===== src/pkg/slbs_pkg.sv =====
// status LED blink sequencer: timing constants, pattern lengths, modes
// assumes a single 25 MHz clock; all pattern lengths count quarter-second ticks
package slbs_pkg;

   // base clock and tick
   localparam int unsigned CLK_HZ = 25_000_000;
   localparam int unsigned TICK_MS = 250;
   localparam int unsigned TICK_CYCLES = (CLK_HZ / 1000) * TICK_MS;

   // phase position within a pattern, in ticks
   typedef logic [5:0] slbs_pos_t;

   // pattern timing as printed, in milliseconds, and blink counts
   localparam int unsigned S3_HALF_MS = 250;
   localparam int unsigned RDY_HALF_MS = 1000;
   localparam int unsigned UPD_HALF_MS = 500;
   localparam int unsigned MEM_HALF_MS = 1000;
   localparam int unsigned MEM_PAUSE_MS = 2500;
   localparam int unsigned THERM_HALF_MS = 250;
   localparam int unsigned MEM_BLINKS = 3;
   localparam int unsigned THERM_BLINKS = 16;

   // the same timing converted to ticks
   localparam slbs_pos_t S3_HALF = 6'(S3_HALF_MS / TICK_MS);
   localparam slbs_pos_t RDY_HALF = 6'(RDY_HALF_MS / TICK_MS);
   localparam slbs_pos_t UPD_HALF = 6'(UPD_HALF_MS / TICK_MS);
   localparam slbs_pos_t MEM_HALF = 6'(MEM_HALF_MS / TICK_MS);
   localparam slbs_pos_t MEM_BURST = 6'(2 * MEM_BLINKS * (MEM_HALF_MS / TICK_MS));
   localparam slbs_pos_t MEM_PERIOD = 6'(2 * MEM_BLINKS * (MEM_HALF_MS / TICK_MS) + MEM_PAUSE_MS / TICK_MS);
   localparam slbs_pos_t THERM_HALF = 6'(THERM_HALF_MS / TICK_MS);
   localparam slbs_pos_t THERM_TICKS = 6'(2 * THERM_BLINKS * (THERM_HALF_MS / TICK_MS));

   // displayed condition, one-hot
   typedef enum logic [6:0] {
      M_OFF = 7'h01,
      M_S0 = 7'h02,
      M_S3 = 7'h04,
      M_RDY = 7'h08,
      M_UPD = 7'h10,
      M_MEM = 7'h20,
      M_THERM = 7'h40
   } slbs_mode_t;

endpackage


===== src/pkg/slbs_tick_if.sv =====
// tick link between the sequencer and its prescaler
// assumes both ends run on the same clock
interface slbs_tick_if;
   logic tick;
   logic restart;

   // prescaler end
   modport gen
   (
      input restart,
      output tick
   );

   // sequencer end
   modport use_tick
   (
      output restart,
      input tick
   );
endinterface


===== src/core/slbs_prescaler.sv =====
// quarter-second tick prescaler for the status LED sequencer
// assumes restart comes from logic on the same clock
module slbs_prescaler #(
   parameter int unsigned TICK_CYCLES = slbs_pkg::TICK_CYCLES
)
(
   // clock and reset
   input wire logic clk,
   input wire logic resetn,
   // tick link
   slbs_tick_if.gen tk
);

   localparam int unsigned CW = (TICK_CYCLES > 1) ? $clog2(TICK_CYCLES) : 1;
   localparam logic [CW-1:0] LAST = CW'(TICK_CYCLES - 1);

   logic [CW-1:0] cnt;
   logic [CW-1:0] next_cnt;
   logic next_tick;

   // restart loads one, not zero: the registered tick lags the count by a clock,
   // so this keeps the first phase of a new pattern exactly one tick long
   always_comb
   begin
      next_tick = 1'b0;
      next_cnt = cnt + 1'b1;
      if (tk.restart)
      begin
         next_cnt = CW'(1);
      end
      else if (cnt == LAST)
      begin
         next_cnt = '0;
         next_tick = 1'b1;
      end
   end

   always_ff @(posedge clk or negedge resetn)
   begin
      if (!resetn)
      begin
         cnt <= '0;
         tk.tick <= 1'b0;
      end
      else
      begin
         cnt <= next_cnt;
         tk.tick <= next_tick;
      end
   end

endmodule


===== src/core/slbs_sequencer.sv =====
// status LED blink sequencer: picks a condition and drives a two-colour LED
// assumes firmware requests arrive asynchronously; LED lines are active high
// Functional notes
// in the working state the LED stays steadily lit in the primary colour.
// the working-state light is on by default and a setting can turn it off.
// in suspend the alternate colour blinks a quarter second lit, a quarter dark, forever.
// that suspend blink is the default and a setting selects another suspend indication.
// in low-power ready mode the primary colour blinks one second lit, one second dark.
// an update starts dark, then alternates half a second lit and dark until it completes.
// a memory error gives three one-second lit/dark cycles and a 2.5 s dark pause, until power off.
// a thermal warning blinks a quarter second lit and dark and stops after 16 blinks in 8 s.
// firmware commands the blink pattern of any recoverable startup self-test error; the sequencer has no input for a firmware-chosen pattern.
// error patterns beat update, ready and state indications, and a new pattern starts at its first phase.
module slbs_sequencer #(
   parameter int unsigned TICK_CYCLES = slbs_pkg::TICK_CYCLES
)
(
   // clock and reset
   input wire logic clk,
   input wire logic resetn,
   // condition requests from firmware
   input wire logic req_s0,
   input wire logic req_s3,
   input wire logic req_ready,
   input wire logic upd_start,
   input wire logic upd_done,
   input wire logic mem_err,
   input wire logic therm_warn,
   // setup options
   input wire logic cfg_s0_disable,
   input wire logic cfg_s3_steady,
   // LED drive
   output logic led_primary,
   output logic led_alternate
);

   localparam int unsigned NIN = 9;

   logic [NIN-1:0] raw_in;
   logic [NIN-1:0] sync1;
   logic [NIN-1:0] sync2;
   logic [NIN-1:0] sync3;
   logic s0_s, s3_s, rdy_s, upd_start_s, upd_done_s, mem_s, therm_s, s0_off, s3_steady;
   logic upd_rise, therm_rise;

   slbs_pkg::slbs_mode_t mode, next_mode;
   slbs_pkg::slbs_pos_t pos, next_pos, period;
   logic mem_hold, next_mem_hold;
   logic upd_act, next_upd_act;
   logic therm_act, next_therm_act;
   logic therm_done;
   logic next_led_primary, next_led_alternate;

   slbs_tick_if tk();

   slbs_prescaler #(
      .TICK_CYCLES(TICK_CYCLES)
   ) slbs_prescaler_inst (
      .clk(clk),
      .resetn(resetn),
      .tk(tk)
   );

   assign raw_in = {cfg_s3_steady, cfg_s0_disable, therm_warn, mem_err, upd_done, upd_start,
                    req_ready, req_s3, req_s0};

   // two-stage synchroniser per input, third stage only for edge detection
   for (genvar i = 0; i < NIN; i++)
   begin : g_sync
      always_ff @(posedge clk or negedge resetn)
      begin
         if (!resetn)
         begin
            sync1[i] <= 1'b0;
            sync2[i] <= 1'b0;
            sync3[i] <= 1'b0;
         end
         else
         begin
            sync1[i] <= raw_in[i];
            sync2[i] <= sync1[i];
            sync3[i] <= sync2[i];
         end
      end
   end

   assign {s3_steady, s0_off, therm_s, mem_s, upd_done_s, upd_start_s, rdy_s, s3_s, s0_s} = sync2;
   assign upd_rise = sync2[3] & ~sync3[3];
   assign therm_rise = sync2[6] & ~sync3[6];
   assign therm_done = (mode == slbs_pkg::M_THERM) && tk.tick && (pos == slbs_pkg::THERM_TICKS - 6'h01);

   // sticky conditions; a new request wins over its clear in the same cycle
   always_comb
   begin
      next_mem_hold = mem_hold | mem_s;
      next_upd_act = upd_rise | (upd_act & ~upd_done_s);
      next_therm_act = therm_rise | (therm_act & ~therm_done);
   end

   // condition priority: errors first, then update, ready, suspend, working
   always_comb
   begin
      if (mem_hold)
         next_mode = slbs_pkg::M_MEM;
      else if (therm_act && !therm_done) // hand over on the last tick, no stray lit cycle
         next_mode = slbs_pkg::M_THERM;
      else if (upd_act)
         next_mode = slbs_pkg::M_UPD;
      else if (rdy_s)
         next_mode = slbs_pkg::M_RDY;
      else if (s3_s)
         next_mode = slbs_pkg::M_S3;
      else if (s0_s)
         next_mode = slbs_pkg::M_S0;
      else
         next_mode = slbs_pkg::M_OFF;
   end

   // a change of pattern restarts the prescaler so the first phase is full length
   assign tk.restart = (next_mode != mode);

   // pattern length per condition, in ticks
   always_comb
   begin
      case (mode)
         slbs_pkg::M_S3: period = 6'(2 * slbs_pkg::S3_HALF);
         slbs_pkg::M_RDY: period = 6'(2 * slbs_pkg::RDY_HALF);
         slbs_pkg::M_UPD: period = 6'(2 * slbs_pkg::UPD_HALF);
         slbs_pkg::M_MEM: period = slbs_pkg::MEM_PERIOD;
         slbs_pkg::M_THERM: period = slbs_pkg::THERM_TICKS;
         default: period = 6'h01;
      endcase
   end

   // position within the pattern
   always_comb
   begin
      next_pos = pos;
      if (tk.restart)
         next_pos = '0;
      else if (tk.tick)
         next_pos = (pos == period - 6'h01) ? 6'h00 : pos + 6'h01;
   end

   // LED levels for the current condition and position
   always_comb
   begin
      next_led_primary = 1'b0;
      next_led_alternate = 1'b0;
      case (mode)
         slbs_pkg::M_S0: next_led_primary = ~s0_off;
         slbs_pkg::M_S3:
         begin
            // the option swaps the blink for a steady alternate light
            next_led_alternate = s3_steady | (pos < slbs_pkg::S3_HALF);
         end
         slbs_pkg::M_RDY: next_led_primary = (pos < slbs_pkg::RDY_HALF);
         slbs_pkg::M_UPD: next_led_primary = (pos >= slbs_pkg::UPD_HALF);
         slbs_pkg::M_MEM:
         begin
            // lit in the first half of each blink slot, dark through the pause
            next_led_primary = (pos < slbs_pkg::MEM_BURST) && ((pos % (2 * slbs_pkg::MEM_HALF)) < slbs_pkg::MEM_HALF);
         end
         slbs_pkg::M_THERM: next_led_primary = ((pos % (2 * slbs_pkg::THERM_HALF)) < slbs_pkg::THERM_HALF);
         default:
         begin
            next_led_primary = 1'b0;
            next_led_alternate = 1'b0;
         end
      endcase
   end

   always_ff @(posedge clk or negedge resetn)
   begin
      if (!resetn)
      begin
         mode <= slbs_pkg::M_OFF;
         pos <= '0;
         mem_hold <= 1'b0;
         upd_act <= 1'b0;
         therm_act <= 1'b0;
         led_primary <= 1'b0;
         led_alternate <= 1'b0;
      end
      else
      begin
         mode <= next_mode;
         pos <= next_pos;
         mem_hold <= next_mem_hold;
         upd_act <= next_upd_act;
         therm_act <= next_therm_act;
         led_primary <= next_led_primary;
         led_alternate <= next_led_alternate;
      end
   end
endmodule


===== config.mk =====
export PLATFORM = sky130hd
export DESIGN_NAME = slbs_sequencer
export DESIGN_NICKNAME = d
export VERILOG_FILES = /design/src/pkg/slbs_pkg.sv /design/src/pkg/slbs_tick_if.sv /design/src/core/slbs_prescaler.sv /design/src/core/slbs_sequencer.sv
export SDC_FILE = /design/constraint.sdc
export NUM_CORES = 1
export LEC_CHECK = 0
export BUFFER_PORTS_ARGS = -buffer_cell sky130_fd_sc_hd__buf_2
export CAP_MARGIN = 10
export CORE_ASPECT_RATIO = 0.9
export CORE_MARGIN = 8
export CORE_UTILIZATION = 55
export CTS_BUF_LIST = sky130_fd_sc_hd__clkbuf_4 sky130_fd_sc_hd__clkbuf_8 sky130_fd_sc_hd__clkbuf_16
export CTS_CLUSTER_DIAMETER = 30
export DETAILED_ROUTE_END_ITERATION = 16
export MAX_ROUTING_LAYER = met4
export PLACE_DENSITY = 0.72
export REMOVE_ABC_BUFFERS = 1
export SETUP_SLACK_MARGIN = 0.3
export SYNTH_ARGS = -nofsm -noshare
export SYNTH_HDL_FRONTEND = slang
export SYNTH_HIERARCHICAL = 1
export SYNTH_SLANG_ARGS = --single-unit

===== constraint.sdc =====
create_clock -name clk -period 5.6 [get_ports clk]
set_input_delay 1.12 -clock clk [delete_from_list [all_inputs] [get_ports clk]]
set_output_delay 1.12 -clock clk [all_outputs]
set_load 0.01 [all_outputs]

Word level (Yosys, flattened, before mapping)
Index checks and enable logic that the tools add are counted.

word-level totals
  bits in registers = 62
  word-level logic and storage cells = 83

operators by class
  add/subtract/negate cells = 3
  order comparisons = 6
  equal/unequal tests = 10
  muxes and demuxes = 16
  bitwise gates (word level) = 13
  reductions and logical operators = 6

operators with widths
  cell                   count
  $mux 23                2
  $pmux 6 s5             1
  $add 23x1->23 const B  1
  $eq 23x23->1 const B   1
  $mux 6                 3
  $mux 7                 2
  $eq 7x2->1 const B     1
  $eq 7x3->1 const B     1
  $eq 7x4->1 const B     1
  $eq 7x5->1 const B     1
  $eq 7x6->1 const B     1
  $eq 7x7->1 const B     1
  $ne 7x7->1             1
  $add 6x1->6 const B    1
  $eq 6x5->1 const B     1
  $eq 6x6->1             1
  $ge 6x2->1 const B     1
  $lt 6x1->1 const B     1
  $lt 6x3->1 const B     1
  $lt 6x5->1 const B     1
  $sub 6x1->6 const B    1
  $mux 5                 1
  $not 1->1              5
  $pmux 1 s5             1
  11 further kinds       22

Depth between registers and ports, before layout
  depth after elaboration = 9
  gate-level depth with buffers = 10
  gate-level depth less buffers = 9

Cells and area by module
Netlist, hierarchy kept.

modules (own cells, without submodules)
  module          times used  cells an instance  area an instance (um2)
  slbs_sequencer  1           172                1,861.8
  slbs_prescaler  1           132                1,234.9

Worst setup path after synthesis
Ideal clock, no wire load.

  path type = reg2reg
  from = register pos[0]
  to = register slbs_prescaler_inst.cnt[10]
  setup time = 0.121 ns
  arrival time = 2.351 ns
  required time = 5.479 ns
  setup slack = 3.128 ns
  cell stages (with the launch flop) = 11
  buffers on the path = 1
  clock period less this slack = 2.472 ns
  cells stage by stage = dfrtp_1 > ha_1 > and4b_1 > a41oi_4 > nor4b_2 > a211o_2 > nand4_4 > inv_1 > o21ai_1 > buf_2 > nor2_1

between the ends
  longest elaborated chain between the ends = 8

ends and longest elaborated chain
  item                                  line                   text
  start: declaration                    slbs_sequencer.sv:47   slbs_pkg::slbs_pos_t pos, next_pos, period;
  start signal: assignment              slbs_sequencer.sv:188  pos <= next_pos;
  $eq 6x5->1                            slbs_sequencer.sv:90   assign therm_done = (mode == slbs_pkg::M_THERM) && tk.tick && (pos == slbs_pkg::THERM_TICKS - 6'h01);
  $logic_and 1x1->1                     slbs_sequencer.sv:90
  $logic_not 1->1                       slbs_sequencer.sv:105  else if (therm_act && !therm_done)
  $logic_and 1x1->1                     slbs_sequencer.sv:105
  $mux 7                                slbs_sequencer.sv:105
  $mux 7                                slbs_sequencer.sv:103  if (mem_hold)
  $ne 7x7->1                            slbs_sequencer.sv:120  assign tk.restart = (next_mode != mode);
  net tk.restart                        slbs_tick_if.sv:5      logic restart;
  $mux 23                               slbs_prescaler.sv:27   if (tk.restart)
  net slbs_prescaler_inst.next_cnt[10]  slbs_prescaler.sv:18   logic [CW-1:0] next_cnt;
  end signal: assignment                slbs_prescaler.sv:47   cnt <= next_cnt;
  end: declaration                      slbs_prescaler.sv:17   logic [CW-1:0] cnt;

The timed path passes the listed nets, and every way through them passes these cells.
A chain may end at the register's enable or synchronous reset.

Worst setup path after layout
  from = register mode[3]
  to = register slbs_prescaler_inst.cnt[11]

between the ends
  longest elaborated chain between the ends = 9

ends and longest elaborated chain
  item                                  line                   text
  start: declaration                    slbs_sequencer.sv:46   slbs_pkg::slbs_mode_t mode, next_mode;
  start signal: assignment              slbs_sequencer.sv:177  mode <= slbs_pkg::M_OFF;
  start signal: assignment              slbs_sequencer.sv:187  mode <= next_mode;
  $eq 7x7->1                            slbs_sequencer.sv:90
  $logic_and 1x1->1 (2 in series)       slbs_sequencer.sv:90
  $logic_not 1->1                       slbs_sequencer.sv:105
  $logic_and 1x1->1                     slbs_sequencer.sv:105
  $mux 7                                slbs_sequencer.sv:105
  $mux 7                                slbs_sequencer.sv:103
  $ne 7x7->1 *                          slbs_sequencer.sv:120
  net tk.restart                        slbs_tick_if.sv:5
  $mux 23 *                             slbs_prescaler.sv:27
  net slbs_prescaler_inst.next_cnt[11]  slbs_prescaler.sv:18

The timed path passes the listed nets; every way through them passes the cells marked *.

==> reports/qor.tcl <==
set qor(status) {complete, no violations}
set qor(routed_wire_length_per_instance_um) 15.4
set qor(placementRows) 26
set qor(postCtsResizedCells) 0
set qor(hold_buffers) 0
set qor(report.final.setup_viol) 0
set qor(grt_first_pass_wirelength_mm) 10.7
set qor(hold_violations) 0
set qor(post_route_ant_nets) 0
set qor(viasPerCell) 5.95
set qor(maxClockFrequency_mhz) 353
set qor(rr_endpoint) {slbs_prescaler_inst/cnt[11]}
set qor(post_cts_buffers) 0
set qor(finalNetCount) 329
set qor(antenna_violations_before_repair) 0
set qor(globalRoute.totalOverflow) 0
set qor(timing.setup.tns_ps) 0
set qor(critical_path.max_fanout) 14
set qor(die_w_um) 95.1
set qor(worstSetupEndpointType) {register}
set qor(global_route.peak_usage_layer) {met2}
set qor(finalCoreUtilization_pct) 60.7
set qor(routed-via-count) 2320
set qor(layout.cells.most_common) {sky130_fd_sc_hd__dfrtp_1}
set qor(power_density_nw_per_um2) 283
set qor(syn-instance-count) 304
set qor(clkTransAtPathRegs_ps) 70
set qor(min_delay_worst_endpoint) {upd_done_s}
set qor(maxSlewViolCount) 0
set qor(pin_count) 13
set qor(min_period_over_period_pct) 50.5
set qor(worst_setup_path_start_kind) {register}
set qor(groute.usage.overall_pct) 16.7
set qor(rr_startpoint) {mode[3]}
set qor(met3_usage_pct) 3.79
set qor(ff2ff_path_depth) 9
set qor(holdPathStages) 0
set qor(number_of_warnings_reported_in_the_yosys_synthesis_log) 6
set qor(placeable_core_region_um2) 5560
set qor(grt_max_degree) 63
set qor(gpl.final_weighted_congestion) 0.905
set qor(drcViolationCount) 0
set qor(numCtsBuffers) 9
set qor(synth_ff_type) {sky130_fd_sc_hd__dfrtp_1}
set qor(drtIter0Drc) 189
set qor(area_delta_synth_final_pct) 9.05
set qor(worstPathArrival_ps) 3050
set qor(r2r_slack_ps) 2770
set qor(post_synth_instance_area_um2) 3100
set qor(hold_start) {sync1[4]}
set qor(synth.yosys.seq_area_share_pct) 50.1
set qor(ys_async_sr_fraction_pct) 100
set qor(worstMarginPinSlew_ps) 926
set qor(rsz0062_at_grt) {false}
set qor(first_global_vias) 2328
set qor(max_slew_margin_pct) 37.7
set qor(clock_tree.htree_level_count) 3
set qor(tritoncts) {done}
set qor(n_antenna_cell) 0
set qor(met1_track_usage_gr_pct) 21.7
set qor(vdd_drop_max_mv) 0.213
set qor(syn_avg_cell_area_um2) 10.2
set qor(synth-seq-cells) 62
set qor(layout_common_cells) {sky130_fd_sc_hd__dfrtp_1, sky130_fd_sc_hd__nor2_1, sky130_fd_sc_hd__nand2_1, sky130_fd_sc_hd__nand4_1, sky130_fd_sc_hd__nand3_1}
set qor(clkLatencyLatePin_ps) 330
set qor(cts_root_buf) {sky130_fd_sc_hd__clkbuf_8}
set qor(total_power_uw) 956
set qor(initial_utilization_pct) 55.7
set qor(skew_ps) 7.65
set qor(clock_tree.buffer_depth) 2
set qor(hp-class) {register to register}
set qor(synth_enable_flop_cells) 0
set qor(clock_sink_count) 62
set qor(cap_viol_max_count) 0
set qor(p_leak_uw) 0.00137
set qor(post_route_cells_drive_above_1_share_pct) 15.9
set qor(totalWireLength_mm) 5.99
set qor(detailed_place_hpwl_mm) 3.92
set qor(grt_util_met2_pct) 24.3
set qor(worst-endpoint-required_ps) 5820
set qor(post_synthesis_cell_type_count) 60
set qor(die_h_um) 87.2
set qor(port_buffers) 12
set qor(critical_path_class) {register to register}
set qor(finalWorstPathRequiredPeriod_ps) 2830
set qor(first_pass_iters) 6
set qor(die_area_um2) 8290
worst max-delay path by stage:
stage                        from                     endpoint  slack (ps)  depth (start not counted)
after floorplan            pos[0]  slbs_prescaler_inst/cnt[10]        3110                          9
after global placement     pos[0]  slbs_prescaler_inst/cnt[10]        2860                         10
after detailed placement   pos[0]   slbs_prescaler_inst/cnt[9]        2780                         10
after CTS                  pos[0]   slbs_prescaler_inst/cnt[9]        2770                         10
after global routing      mode[3]   slbs_prescaler_inst/cnt[4]        2490                          9
final                     mode[3]  slbs_prescaler_inst/cnt[11]        2770                          9
synth_stat cells, types with 5 or more instances:
master | number | area [µm²]
sky130_fd_sc_hd__dfrtp_1 | 61 | 1530
sky130_fd_sc_hd__nor2_1 | 32 | 120
sky130_fd_sc_hd__nand2_1 | 15 | 56.3
sky130_fd_sc_hd__nand4_1 | 15 | 93.8
sky130_fd_sc_hd__nand3_1 | 14 | 70.1
sky130_fd_sc_hd__xnor2_1 | 13 | 114
sky130_fd_sc_hd__a21oi_1 | 12 | 60.1
sky130_fd_sc_hd__inv_1 | 12 | 45.0
sky130_fd_sc_hd__nor4_1 | 11 | 68.8
sky130_fd_sc_hd__nor3_1 | 10 | 50.1
sky130_fd_sc_hd__o21ai_0 | 10 | 50.1
sky130_fd_sc_hd__buf_2 | 9 | 45.0
sky130_fd_sc_hd__or3_1 | 5 | 31.3
sky130_fd_sc_hd__xor2_1 | 5 | 43.8
metal layers:
layer / up-vias / part of all wire, %
li1: 1126 / -
met4: 0 / 1.1
met3: 8 / 3.8
met1: 1132 / 49
met2: 54 / 46
met5: - / 0
where the power goes:
part           internal (µW)  leakage (µW)  switching (µW)
combinational           33.6      0.000496            48.6
sequential               480      0.000780            42.4
clock                    174     0.0000889             178
through the flow:
step / cell area, µm² / setup WS [ps] / hold slack, ps / std cells
floorplan: 3030 / 3110 / 331 / 290
global placement: 3190 / 2860 / 331 / 374
detailed placement: 3190 / 2780 / 335 / 374
CTS: 3380 / 2770 / 351 / 390
global route: 3380 / 2490 / 353 / 390
finish: 3380 / 2770 / 350 / 390
registers in the layout (all words and copies together) (netlist names), 2 cells and up:
signal and cells:
mode 7, pos 6, slbs_prescaler_inst/cnt 23, sync1 9, sync3 2
logic make-up (layout without fill, tap and decap cells):
family / after synthesis / in the layout / synth area share, %
AO/OA/AOI/OAI: 51 / 51 / 11.9
XOR/XNOR: 19 / 19 / 5.62
adder cells (fa/ha/maj): 3 / 3 / 1.21
buffers and inverters: 27 / 43 / 3.72
flip-flops: 62 / 62 / 50.1
multiplexers: 4 / 4 / 1.29
AND/OR/NAND/NOR: 138 / 138 / 26.1
cell type report:
class / count / area [µm²]
sequential: 62 / 1550
fill: 482 / 2190
timing repair buffer: 14 / 75.1
inverter: 13 / 48.8
clock buffer: 10 / 138
tap: 70 / 87.6
multi-input combinational: 215 / 1430
clock inverter: 6 / 46.3
worst max-delay path, stage by stage, from the launching register on:
cell                      delay [ps]
sky130_fd_sc_hd__dfrtp_1         550
sky130_fd_sc_hd__nor3_4          410
sky130_fd_sc_hd__a41oi_4         230
sky130_fd_sc_hd__o41ai_1         360
sky130_fd_sc_hd__nand2_1         160
sky130_fd_sc_hd__nand4_4         170
sky130_fd_sc_hd__inv_1            80
sky130_fd_sc_hd__o21ai_1         390
sky130_fd_sc_hd__buf_4           290
sky130_fd_sc_hd__nor2_1           60
No activity file was read; power rests on OpenSTA's default activity.
